==> src/ao_chan_defs.vh <==
// constants for the analog output channel control block
`ifndef AO_CHAN_DEFS_VH
`define AO_CHAN_DEFS_VH

// =====================================================================
// register offsets (byte addresses)
`define OFS_CTRL        8'h00
`define OFS_SCALE_START 8'h04
`define OFS_SCALE_END   8'h08
`define OFS_SUBST_PCT   8'h0C
`define OFS_SIM_PCT     8'h10
`define OFS_MIN_CURRENT 8'h14
`define OFS_STATUS      8'h18
`define OFS_IRQ_STATUS  8'h1C
`define OFS_IRQ_MASK    8'h20
`define OFS_OUT_PCT     8'h24
`define OFS_FAIL_TOTAL  8'h28

// =====================================================================
// control fields
`define CTRL_SIM        0
`define CTRL_ERRM_LO    1
`define CTRL_ERRM_HI    2
`define CTRL_STATUS_EN  3
`define CTRL_BRK_EN     4
`define CTRL_HART_EN    5
`define CTRL_SCAN_EN    6
`define CTRL_ERR_REPORT 7
`define CTRL_RESET      8'h60

// error modes
`define ERRM_CURRENT    2'h0
`define ERRM_SUBST      2'h1
`define ERRM_LAST       2'h2

// =====================================================================
// interrupt bits
`define IRQ_WDOG        0
`define IRQ_LEAD_BREAK  1
`define IRQ_COMM_FAIL   2
`define IRQ_INVALID     3
`define IRQ_BITS        4

// =====================================================================
// reset values and limits
`define SCALE_START_RST 16'h2710
`define SCALE_END_RST   16'hC350
`define PCT_MIN         16'hF63C
`define PCT_MAX         16'h30D4
`define PCT_FULL        32'h0000_2710
`define MIN_CURRENT_RST 16'h0000
`define FAIL_LIMIT      2'h3

// =====================================================================
// timing
`define CLK_KHZ         10000
`define WDOG_TIME_MS    500
`define WDOG_CYCLES     (`WDOG_TIME_MS * `CLK_KHZ)

`endif

==> src/ao_chan_ctrl.v <==
// channel control logic of a single channel analog output module
`timescale 1ns/100ps
`include "ao_chan_defs.vh"

// Functional notes
// - three consecutive failed exchanges, then 500 ms later the output is switched off
// - with error reporting set, module fault shows in module and global status
// - standard diagnosis bit plus extended station and module diagnosis byte
// - HART enable is a per-channel configuration bit
// - normal mode outputs the received value, simulation mode the simulated value
// - error behaviour triggers on a communication fault or invalid-data indication
// - current-value error mode keeps outputting the present (maybe simulated) value
// - substitute error mode outputs the configured substitute while the error lasts
// - last-valid error mode holds the latest (maybe simulated) value present without error
// - status option carries status bits in the low nibble of the data word
// - non-default scaling suppresses status bits even with status option on
// - 16-bit start maps to 0 percent, end to 100 percent; defaults 10000/50000
// - breakage detection reports lead breakage only, never short circuits
// - loop current below minimum threshold signals lead breakage
// - HART enable changeable only if station allows channel deactivation, else on
// - scan of HART channels on by default, can be switched off
// - one 16-bit word per channel, upper 12 bits process value, low 4 bits status if carried, else value
// - substitute and simulation values limited to -25 to 125 percent
module ao_chan_ctrl #(
  parameter        WDOG_CYCLES = `WDOG_CYCLES,
  parameter [11:0] ZERO_CODE   = 12'h028F,
  parameter [11:0] SPAN_CODE   = 12'h0A3E
) (
  // clock and reset
  input  wire        CORE_CLK_I,
  input  wire        SYS_RST_I,
  // wishbone slave
  input  wire        WB_CYC_I,
  input  wire        WB_STB_I,
  input  wire        WB_WE_I,
  input  wire [7:0]  WB_ADR_I,
  input  wire [3:0]  WB_SEL_I,
  input  wire [31:0] WB_DAT_I,
  output reg  [31:0] WB_DAT_O,
  output reg         WB_ACK_O,
  // exchange with the communication unit
  input  wire        XFER_OK_I,
  input  wire [15:0] XFER_WORD_I,
  input  wire        XFER_FAIL_I,
  // loop measurement and station options
  input  wire [15:0] LOOP_CURRENT_I,
  input  wire        HART_CHAN_DIS_ALLOWED_I,
  input  wire        SCAN_DIS_ALLOWED_I,
  // channel outputs
  output reg  [11:0] DAC_CODE_O,
  output reg         OUT_ENABLE_O,
  output reg         HART_EN_O,
  output reg         HART_SCAN_O,
  output reg         LEAD_BREAK_O,
  // status and diagnosis
  output reg         MODULE_STATUS_O,
  output reg         GLOBAL_STATUS_O,
  output reg         DIAG_STD_O,
  output reg  [7:0]  DIAG_EXT_O,
  output wire        IRQ_O
);

  // =====================================================================
  // helpers
  function [15:0] merge16;
    input [15:0] old_v;
    input [15:0] new_v;
    input [1:0]  sel;
    begin
      merge16 = {sel[1] ? new_v[15:8] : old_v[15:8], sel[0] ? new_v[7:0] : old_v[7:0]};
    end
  endfunction

  // saturate a signed percent (0.01 % units) into the -25..125 % window
  function [15:0] clamp_pct;
    input signed [31:0] v;
    begin
      if (v < $signed({16'hFFFF, `PCT_MIN}))
        clamp_pct = `PCT_MIN;
      else if (v > $signed({16'h0000, `PCT_MAX}))
        clamp_pct = `PCT_MAX;
      else
        clamp_pct = v[15:0];
    end
  endfunction

  // =====================================================================
  // registers
  reg  [7:0]  ctrl_q;
  reg  [15:0] start_q;
  reg  [15:0] end_q;
  reg  [15:0] subst_q;
  reg  [15:0] sim_q;
  reg  [15:0] min_cur_q;
  reg  [`IRQ_BITS-1:0] irq_st_q;
  reg  [`IRQ_BITS-1:0] irq_mask_q;
  reg  [15:0] fail_total_q;

  reg  [1:0]  fail_cnt_q;
  reg  [22:0] wd_cnt_q;
  reg         out_off_q;
  reg         invalid_q;
  reg  [15:0] rx_pct_q;
  reg  [15:0] last_pct_q;
  reg  [15:0] out_pct_q;
  reg         lead_prev_q;

  wire wb_req   = WB_CYC_I & WB_STB_I & ~WB_ACK_O;
  wire wb_wr    = wb_req & WB_WE_I;
  wire [15:0] wr16 = WB_DAT_I[15:0];

  // =====================================================================
  // scaling of the received word
  wire default_scale  = (start_q == `SCALE_START_RST) && (end_q == `SCALE_END_RST);
  wire status_carried = ctrl_q[`CTRL_STATUS_EN] & default_scale;
  wire [15:0] rx_val  = status_carried ? {XFER_WORD_I[15:4], 4'h0} : XFER_WORD_I;
  wire rx_invalid     = status_carried & XFER_WORD_I[0];

  wire signed [31:0] rx_diff  = $signed({16'h0000, rx_val}) - $signed({16'h0000, start_q});
  wire signed [31:0] span_raw = $signed({16'h0000, end_q}) - $signed({16'h0000, start_q});
  // zero span would divide by zero; treat as one count
  wire signed [31:0] span     = (span_raw == 32'sh0000_0000) ? 32'sh0000_0001 : span_raw;
  wire signed [31:0] rx_full  = (rx_diff * $signed(`PCT_FULL)) / span;

  // =====================================================================
  // value selection
  wire comm_fault = (fail_cnt_q != 2'h0);
  wire err_active = comm_fault | invalid_q;
  wire [15:0] base_pct = ctrl_q[`CTRL_SIM] ? sim_q : rx_pct_q;
  wire [1:0]  err_mode = ctrl_q[`CTRL_ERRM_HI:`CTRL_ERRM_LO];
  reg  [15:0] sel_pct;

  always @*
  begin
    sel_pct = base_pct;
    if (err_active)
    begin
      case (err_mode)
        `ERRM_CURRENT: sel_pct = base_pct;
        `ERRM_SUBST:   sel_pct = subst_q;
        `ERRM_LAST:    sel_pct = last_pct_q;
        default:       sel_pct = base_pct;
      endcase
    end
  end

  wire signed [31:0] dac_full = $signed({20'h0_0000, ZERO_CODE}) +
    ($signed({{16{out_pct_q[15]}}, out_pct_q}) * $signed({20'h0_0000, SPAN_CODE})) /
    $signed(`PCT_FULL);
  wire [11:0] dac_code = (dac_full < 32'sh0000_0000) ? 12'h000 :
                         (dac_full > 32'sh0000_0FFF) ? 12'hFFF : dac_full[11:0];

  // =====================================================================
  // lead breakage and module fault
  wire lead_break   = ctrl_q[`CTRL_BRK_EN] & (LOOP_CURRENT_I < min_cur_q);
  wire module_fault = out_off_q | lead_break;
  wire hart_eff     = HART_CHAN_DIS_ALLOWED_I ? ctrl_q[`CTRL_HART_EN] : 1'b1;
  wire scan_eff     = hart_eff & (SCAN_DIS_ALLOWED_I ? ctrl_q[`CTRL_SCAN_EN] : 1'b1);
  wire wd_trip      = (fail_cnt_q == `FAIL_LIMIT) & ~out_off_q &
                      (wd_cnt_q == WDOG_CYCLES[22:0] - 23'h00_0001);

  // =====================================================================
  // interrupt events
  wire [`IRQ_BITS-1:0] irq_ev;
  assign irq_ev[`IRQ_WDOG]       = wd_trip;
  assign irq_ev[`IRQ_LEAD_BREAK] = lead_break & ~lead_prev_q;
  assign irq_ev[`IRQ_COMM_FAIL]  = XFER_FAIL_I;
  assign irq_ev[`IRQ_INVALID]    = XFER_OK_I & rx_invalid;
  assign IRQ_O = |(irq_st_q & irq_mask_q);

  // =====================================================================
  // register file
  always @(posedge CORE_CLK_I)
  begin
    if (SYS_RST_I)
    begin
      ctrl_q     <= `CTRL_RESET;
      start_q    <= `SCALE_START_RST;
      end_q      <= `SCALE_END_RST;
      subst_q    <= 16'h0000;
      sim_q      <= 16'h0000;
      min_cur_q  <= `MIN_CURRENT_RST;
      irq_mask_q <= {`IRQ_BITS{1'b0}};
      irq_st_q   <= {`IRQ_BITS{1'b0}};
    end
    else
    begin
      if (wb_wr)
      begin
        case (WB_ADR_I)
          `OFS_CTRL:        if (WB_SEL_I[0]) ctrl_q <= WB_DAT_I[7:0];
          `OFS_SCALE_START: start_q <= merge16(start_q, wr16, WB_SEL_I[1:0]);
          `OFS_SCALE_END:   end_q <= merge16(end_q, wr16, WB_SEL_I[1:0]);
          `OFS_SUBST_PCT:   subst_q <= clamp_pct($signed({{16{wr16[15]}}, wr16}));
          `OFS_SIM_PCT:     sim_q <= clamp_pct($signed({{16{wr16[15]}}, wr16}));
          `OFS_MIN_CURRENT: min_cur_q <= merge16(min_cur_q, wr16, WB_SEL_I[1:0]);
          `OFS_IRQ_MASK:    if (WB_SEL_I[0]) irq_mask_q <= WB_DAT_I[`IRQ_BITS-1:0];
          default:          ;
        endcase
      end
      // new events win over a write-one clear in the same cycle
      if (wb_wr && WB_ADR_I == `OFS_IRQ_STATUS && WB_SEL_I[0])
        irq_st_q <= (irq_st_q & ~WB_DAT_I[`IRQ_BITS-1:0]) | irq_ev;
      else
        irq_st_q <= irq_st_q | irq_ev;
    end
  end

  // =====================================================================
  // wishbone answer: one wait-free registered ack per request
  always @(posedge CORE_CLK_I)
  begin
    if (SYS_RST_I)
    begin
      WB_ACK_O <= 1'b0;
      WB_DAT_O <= 32'h0000_0000;
    end
    else
    begin
      WB_ACK_O <= wb_req;
      WB_DAT_O <= 32'h0000_0000;
      if (wb_req && !WB_WE_I)
      begin
        case (WB_ADR_I)
          `OFS_CTRL:        WB_DAT_O <= {24'h00_0000, ctrl_q};
          `OFS_SCALE_START: WB_DAT_O <= {16'h0000, start_q};
          `OFS_SCALE_END:   WB_DAT_O <= {16'h0000, end_q};
          `OFS_SUBST_PCT:   WB_DAT_O <= {16'h0000, subst_q};
          `OFS_SIM_PCT:     WB_DAT_O <= {16'h0000, sim_q};
          `OFS_MIN_CURRENT: WB_DAT_O <= {16'h0000, min_cur_q};
          `OFS_STATUS:      WB_DAT_O <= {22'h00_0000, scan_eff, hart_eff, status_carried,
                                         module_fault, fail_cnt_q, lead_break,
                                         err_active, invalid_q, out_off_q};
          `OFS_IRQ_STATUS:  WB_DAT_O <= {28'h000_0000, irq_st_q};
          `OFS_IRQ_MASK:    WB_DAT_O <= {28'h000_0000, irq_mask_q};
          `OFS_OUT_PCT:     WB_DAT_O <= {16'h0000, out_pct_q};
          `OFS_FAIL_TOTAL:  WB_DAT_O <= {16'h0000, fail_total_q};
          default:          WB_DAT_O <= 32'h0000_0000;
        endcase
      end
    end
  end

  // =====================================================================
  // exchange tracking and watchdog
  always @(posedge CORE_CLK_I)
  begin
    if (SYS_RST_I)
    begin
      fail_cnt_q   <= 2'h0;
      wd_cnt_q     <= 23'h00_0000;
      out_off_q    <= 1'b0;
      invalid_q    <= 1'b0;
      rx_pct_q     <= 16'h0000;
      fail_total_q <= 16'h0000;
    end
    else
    begin
      // a failure reported together with a success counts as a failure
      if (XFER_FAIL_I)
      begin
        if (fail_cnt_q != `FAIL_LIMIT)
          fail_cnt_q <= fail_cnt_q + 2'h1;
        if (fail_total_q != 16'hFFFF)
          fail_total_q <= fail_total_q + 16'h0001;
      end
      else if (XFER_OK_I)
      begin
        fail_cnt_q <= 2'h0;
        wd_cnt_q   <= 23'h00_0000;
        out_off_q  <= 1'b0;
        invalid_q  <= rx_invalid;
        rx_pct_q   <= clamp_pct(rx_full);
      end
      if (!XFER_OK_I || XFER_FAIL_I)
      begin
        if (fail_cnt_q == `FAIL_LIMIT && !out_off_q)
        begin
          if (wd_trip)
            out_off_q <= 1'b1;
          else
            wd_cnt_q <= wd_cnt_q + 23'h00_0001;
        end
      end
    end
  end

  // =====================================================================
  // output value pipeline and pin drivers
  always @(posedge CORE_CLK_I)
  begin
    if (SYS_RST_I)
    begin
      last_pct_q      <= 16'h0000;
      out_pct_q       <= 16'h0000;
      lead_prev_q     <= 1'b0;
      DAC_CODE_O      <= 12'h000;
      OUT_ENABLE_O    <= 1'b0;
      HART_EN_O       <= 1'b1;
      HART_SCAN_O     <= 1'b1;
      LEAD_BREAK_O    <= 1'b0;
      MODULE_STATUS_O <= 1'b0;
      GLOBAL_STATUS_O <= 1'b0;
      DIAG_STD_O      <= 1'b0;
      DIAG_EXT_O      <= 8'h00;
    end
    else
    begin
      if (!err_active)
        last_pct_q <= base_pct;
      out_pct_q    <= sel_pct;
      lead_prev_q  <= lead_break;
      // switched-off channel drives zero current
      DAC_CODE_O   <= out_off_q ? 12'h000 : dac_code;
      OUT_ENABLE_O <= ~out_off_q;
      HART_EN_O    <= hart_eff;
      HART_SCAN_O  <= scan_eff;
      LEAD_BREAK_O <= lead_break;
      MODULE_STATUS_O <= ctrl_q[`CTRL_ERR_REPORT] & module_fault;
      GLOBAL_STATUS_O <= ctrl_q[`CTRL_ERR_REPORT] & module_fault;
      DIAG_STD_O   <= module_fault;
      DIAG_EXT_O   <= {fail_cnt_q, status_carried, comm_fault,
                       invalid_q, lead_break, out_off_q, module_fault};
    end
  end

endmodule

==> config.mk <==
export PLATFORM = sky130hd
export DESIGN_NAME = ao_chan_ctrl
export DESIGN_NICKNAME = d
export VERILOG_FILES = /design/src/ao_chan_ctrl.v
export VERILOG_INCLUDE_DIRS = /design/src /design/src/src
export SDC_FILE = /design/constraint.sdc
export NUM_CORES = 2
export LEC_CHECK = 0
export ABC_CLOCK_PERIOD_IN_PS = 183300
export BUFFER_PORTS_ARGS = -buffer_cell sky130_fd_sc_hd__buf_2
export CAP_MARGIN = 20
export CORE_ASPECT_RATIO = 1.4
export CORE_MARGIN = 2
export CORE_UTILIZATION = 40
export CTS_CLUSTER_DIAMETER = 60
export DETAILED_ROUTE_END_ITERATION = 10
export RECOVER_POWER = 50
export SYNTH_ARGS = -nofsm -noshare
export SYNTH_HDL_FRONTEND = slang
export SYNTH_SLANG_ARGS = --single-unit
==> constraint.sdc <==
create_clock -name CORE_CLK_I -period 183.3 [get_ports CORE_CLK_I]
set_clock_uncertainty 0.1 [all_clocks]
set_input_delay 36.66 -clock CORE_CLK_I [delete_from_list [all_inputs] [get_ports CORE_CLK_I]]
set_output_delay 36.66 -clock CORE_CLK_I [all_outputs]
set_load 0.005 [all_outputs]
After elaboration in Yosys (flattened, before gate mapping) --
Cells that the tools add are included.
Storage, ports and cells: bits in registers 246, bits of input ports 85, output and inout port bits 61, word-level logic and storage cells 145
Cells by class: add/subtract/negate cells 6, $mul 2, div/mod/pow operators 2, order comparisons 7, equal/unequal tests 19, mux-type cells 27, bitwise operators 24, reductions and logical operators 29
Operators with widths (number):
- one-hot mux 16 bit (11 select lines) | 1
- 2-to-1 mux 23 bit | 5
- 2-to-1 mux 16 bit | 6
- subtractor 16 x 16 -> 17 bit | 2
- adder 11 x 32 -> 32 bit, first input constant | 1
- divider 32 x 15 -> 32 bit, second input constant | 1
- divider 32 x 32 -> 32 bit | 1
- == test 8 x 5 -> 1 bit, second input constant | 4
- > comparator 32 x 13 -> 1 bit, second input constant | 1
- > comparator 32 x 15 -> 1 bit, second input constant | 1
- zero test 32 bit | 1
- < comparator 32 x 1 -> 1 bit, second input constant | 1
- < comparator 32 x 13 -> 1 bit, second input constant | 1
- 2-to-1 mux 32 bit | 1
- one-hot mux 16 bit (2 select lines) | 1
- multiplier 16 x 12 -> 28 bit, second input constant | 1
- multiplier 17 x 11 -> 28 bit, second input constant | 1
- == test 8 x 6 -> 1 bit, second input constant | 3
- AND reduction 3 bit | 8
- adder 23 x 1 -> 23 bit, second input constant | 1
- == test 23 bit, second input constant | 1
- adder 16 x 1 -> 16 bit, second input constant | 1
- == test 16 x 14 -> 1 bit, second input constant | 1
- == test 16 bit, second input constant | 1
- 30 further kinds | 70

Logic depth before layout (Yosys ltp) --
word-level depth 10, depth in mapped cells 765, mapped depth without buffers 721

Worst setup path after synthesis --
Ideal clock, no wire load.
kind input port to flip-flop, from input XFER_WORD_I[0], to register rx_pct_q[0], setup time 74 ps, arrival 160853 ps, required time 183126 ps, path slack 22273 ps, stages 738, path buffers 45, path through nand2b_1 > ha_1 > inv_1 > fa_1 > a21o_1 > a21oi_1 > o21bai_1 > a21oi_1 > o21bai_1 > a21oi_1 > o21bai_1 > a21oi_1 > o21bai_1 > a21oi_1 > o21bai_1 > a21oi_1 > o21bai_1 > a21oi_1 > [... 702 more ...] > a221o_1 > a21o_1 > a21oi_1 > o21ai_0 > a31o_2 > a211oi_1 > ha_1 > inv_1 > nor3_1 > a21oi_1 > xor2_1 > or4_1 > nor4_1 > nand4_1 > o41ai_1 > nor2b_1 > nand2b_1 > o21ai_0
On the way: cells in the longest elaborated chain, start to end 7, elaborated cells on any way between the ends 8, classes of those cells add/sub (1); mul (1); div (1); order compare (2); mux (3)
Ends and longest elaborated chain:
- start, declared | line ao_chan_ctrl.v:43 | input wire [15:0] XFER_WORD_I,
- 2-to-1 mux 4 bit (*) | line ao_chan_ctrl.v:116 | wire [15:0] rx_val = status_carried ? {XFER_WORD_I[15:4], 4'h0} : XFER_WORD_I;
- subtractor 16 x 16 -> 17 bit (*) | line ao_chan_ctrl.v:119 | wire signed [31:0] rx_diff = $signed({16'h0000, rx_val}) - $signed({16'h0000, start_q});
- multiplier 17 x 11 -> 28 bit (*) | line ao_chan_ctrl.v:123 | wire signed [31:0] rx_full = (rx_diff * $signed(`PCT_FULL)) / span;
- divider 32 x 32 -> 32 bit (*) | line ao_chan_ctrl.v:123
- > comparator 32 x 15 -> 1 bit | line ao_chan_ctrl.v:80 | else if (v > $signed({16'h0000, `PCT_MAX}))
- 2-to-1 mux 16 bit | line ao_chan_ctrl.v:80
- 2-to-1 mux 16 bit (*) | line ao_chan_ctrl.v:78 | if (v < $signed({16'hFFFF, `PCT_MIN}))
- end signal, assigned | line ao_chan_ctrl.v:273 | rx_pct_q <= clamp_pct(rx_full);
- end, declared | line ao_chan_ctrl.v:103 | reg [15:0] rx_pct_q;
Mark *: on every way between the ends. The rest lies on a longest branch, timed or not. A chain may end at the register's enable or synchronous reset.

Worst setup path in the final report --
from input XFER_WORD_I[0], to register rx_pct_q[2]
Same word-level chain as after synthesis.

==> results.md <==
* Setup slack, reg-to-reg at 46.50 ns
* DRT iter0 DRCs at 3075
* Total number of vias at 55139
* Max-Cap Viols at 3
* I/O pin count at 146
* Die Height at 441 um
* Root Buffer: sky130_fd_sc_hd__clkbuf_16
* Antenna violations before repair at 7
* Buffer depth of the longest clock path at 3
* Largest net degree at the start of global routing at 82
* Detailed-route wire length at 176000 um
* Largest family of logic cells by synthesized area: compound AO/OA/AOI/OAI gates
* Crit path largest cell delay at 0.63 ns
* Unrepaired setup endpoints after global routing: no
* Sequential element share of the synthesized area at 8.36%
* Total track usage at 24.3%
* Critical path type: primary input to register
* Synthesized flop and latch total at 228
* Share of the cycle needed by the critical path after routing at 93.2%
* Post-Synth Adder-Cell Area at 22.0%
* Final routed DRC violation total at 0
* Primary flip-flop cell chosen by synthesis mapping: sky130_fd_sc_hd__dfxtp_1
* Number of cells on the worst reg-to-reg path at 710
* Endpoint of the worst register-to-register path: rx_pct_q[2]
* Initial Utilization at 40.2%
* Synth async-reset ratio at 0%
* Area fraction in and, or, nand and nor cells after synthesis at 23.0%
* Clock buffer count from CTS at 27
* Class of the most critical hold timing path: register to register
* Fin crit period at 170.91 ns
* Clock-pin transition on the worst setup and hold timing paths at 0.07 ns
* Worst path slowest cell: sky130_fd_sc_hd__a21oi_1
* Failing checks: max-capacitance violations, max-slew violations
* Core footprint at 136000 um2
* Rows at 160
* Instance count of the mapped netlist at 7476
* Critical path endpoint category: register
* Total half-perimeter wirelength after legalization and detailed placement at 145000 um
* Number of flops mapped to enable cells by yosys at 0
* RD Place Congestion at 0.931
* Unique masters post-synth at 135
* Start point of the worst hold path: rx_pct_q[14]
* Syn Area/Cell at 7.30 um2
* Setup-violating endpoint count in the final report at 0
* XOR/XNOR Fraction of Synth Area at 9.36%
* Fraction of final layout cells with drive strength greater than 1 at 7.41%
* Data arrival time of the critical path at 171.09 ns
* Final max-slew violation count at 178
* Critical path's most frequent cell: sky130_fd_sc_hd__o21a_1
* Number of nets in the finished design at 8516
* Measured slew at the worst slew-check pin at 3.68 ns
* Capture endpoint of the worst hold path: rx_pct_q[14]
* Global-route wire length before repair at 278000 um
* Buffers added on ports at 111
* WHS Path Cells at 1
* Share of the synthesized area in compound gates (AO/OA/AOI/OAI) at 27.6%
* Count of TritonRoute iterations in the first routing pass at 8
* Final hold violation count at 0
* Outcome: finished with violations
* Via count of the first global-routing pass at 53804
* Startpoint kind of the worst setup timing path: primary input
* Worst reg2reg path startpoint: end_q[2]
* YS warnings at 0
* Remaining antenna violation count at 0
* CTS H-tree depth at 1
* Via-to-Cell Ratio at 5.90
* Upper clock frequency limit at 5.85 MHz
* Total global routing overflow at 0
* Post-route setup TNS at 0 ns
* Post-synthesis mux area share at 4.00%
* Area delta synth->final at 7.29%
* Wire length per cell at 18.8 um
* Mapped Area at 54600 um2
* Clock sink total at 228
* Req. time, crit path at 183.48 ns
* Full die area at 140000 um2
* Horizontal die dimension at 316 um
* Maximum fanout encountered on the critical timing path at 58
* Headroom to the max-slew limit at -146%
* Number of buffers inserted for hold repair after clock tree synthesis at 0
* TritonCTS clock tree: yes
* Clk_lat worst skew at 0.58 ns
flip-flops by register name, indices dropped and copies added (netlist names), 2 cells and up:
name and cells:
DIAG_EXT_O 8, irq_mask_q 4, subst_q 16, min_cur_q 16, wd_cnt_q 23, irq_st_q 4, sim_q 16, ctrl_q 8
last_pct_q 16, WB_DAT_O 16, rx_pct_q 16, fail_total_q 16, DAC_CODE_O 12, out_pct_q 16, fail_cnt_q 2, end_q 16
start_q 16
synth_stat cells, drive strengths merged, types with 20 or more instances:
library cell  instances  area [um2]
xor2                238        2120
o21bai               83         623
buf                  91         529
nand2               599        2250
nand4                90         563
nand3b               24         180
nor2b               104         651
a221oi               40         357
mux2                137        1550
nor3                394        2000
a31oi                78         494
o31a                 23         201
nand2b               81         507
nor2                737        2780
o211ai               46         345
a21o                 89         668
and3                 59         374
or3                  60         380
clkbuf              210         790
inv                 475        1780
nor4                 55         378
a211oi               88         713
fa                  122        2440
o31ai               140        1070
o21ai               360        1830
nand3               155         781
mux2i                62         633
xnor2               334        2950
a2111oi              20         269
a21boi               28         210
o21a                331        2480
a21oi               590        2980
or2                  82         513
ha                  764        9560
a22oi                46         355
and2                 58         363
dfxtp               228        4560
or4                  25         195
through the flow:
stage / hold slack (ns) / instances / util (%) / setup slack (ns) / cell area [um2]
5_1_grt: 0.400 / 9348 / 43.2 / 0.204 / 58600
3_5_place_dp: 0.366 / 9298 / 42.5 / 11.96 / 57600
4_1_cts: 0.378 / 9348 / 43.2 / 12.06 / 58600
2_1_floorplan: 0.324 / 7610 / - / 22.27 / 55100
3_3_place_gp: 0.358 / 9297 / 42.5 / 14.31 / 57600
6_report: 0.379 / 9352 / 43.2 / 12.39 / 58600
repair_timing:
action | 4_1_cts | 5_1_grt
buffers inserted | 0 | 0
setup endpoints to repair | 0 | 8
gates resized for setup | 0 | 2
worst max-delay path, delay by kind of cell:
family | cells | cell delay, ns
AO/OA/AOI/OAI | 464 | 89.82
XOR/XNOR | 2 | 0.33
adder cells (fa/ha/maj) | 41 | 12.84
buffers and inverters | 78 | 10.93
multiplexers | 11 | 3.97
AND/OR/NAND/NOR | 111 | 15.94
cells by family (layout without fill, tap and decap cells):
logic type / after synthesis / in the layout
flops: 228 / 228
mux: 199 / 199
simple gates: 2595 / 2595
other cells: 2 / 140
fa+ha+maj: 889 / 889
buf+inv: 777 / 733
compound gates: 2212 / 2212
xor+xnor: 574 / 574
cells in the final DEF, fill, tap and decap left out, types with 228 or more instances in the layout:
cell / netlist / routed
sky130_fd_sc_hd__ha_1: 764 / 764
sky130_fd_sc_hd__nor2_1: 734 / 725
sky130_fd_sc_hd__nand2_1: 599 / 599
sky130_fd_sc_hd__a21oi_1: 582 / 576
sky130_fd_sc_hd__inv_1: 475 / 474
sky130_fd_sc_hd__nor3_1: 389 / 389
sky130_fd_sc_hd__o21a_1: 331 / 331
sky130_fd_sc_hd__xnor2_1: 331 / 328
sky130_fd_sc_hd__o21ai_0: 321 / 321
sky130_fd_sc_hd__dfxtp_1: 228 / 228
final cells by class:
| cell class | count | area, um2 |
|---|---|---|
| fill | 14116 | 77100 |
| multi-input combinational | 6605 | 47800 |
| sequential | 228 | 4560 |
| tap | 1782 | 2230 |
| inverter | 476 | 1800 |
| timing repair buffer | 207 | 1210 |
| clock buffer | 33 | 718 |
| clock inverter | 17 | 290 |
| antenna | 4 | 10.0 |
metal layers:
| metal | GRT usage (%) | share of wire (%) | routed length, um | vias up |
|---|---|---|---|---|
| met4 | 13.0 | 6.0 | 10600 | 6 |
| met5 | 0 | 0.026 | 45 | - |
| met1 | 25.8 | 38 | 66900 | 25995 |
| li1 | - | - | - | 27278 |
| met2 | 47.2 | 52 | 91500 | 1385 |
| met3 | 2.00 | 3.8 | 6610 | 475 |
how the worst max path moves through the flow:
| stage | from | slack [ns] | cells after the start | end |
|---|---|---|---|---|
| after floorplan | XFER_WORD_I[0] | 22.27 | 738 | rx_pct_q[0] |
| after global placement | XFER_WORD_I[0] | 14.31 | 705 | rx_pct_q[1] |
| after detailed placement | XFER_WORD_I[0] | 11.96 | 704 | rx_pct_q[1] |
| after CTS | XFER_WORD_I[0] | 12.06 | 704 | rx_pct_q[0] |
| after global routing | XFER_WORD_I[0] | 0.20 | 711 | rx_pct_q[0] |
| final | XFER_WORD_I[0] | 12.39 | 707 | rx_pct_q[2] |
Power is left out: the tool's default activity adds up to more than one toggle a clock period on the data nets, which glitch-free logic cannot reach.
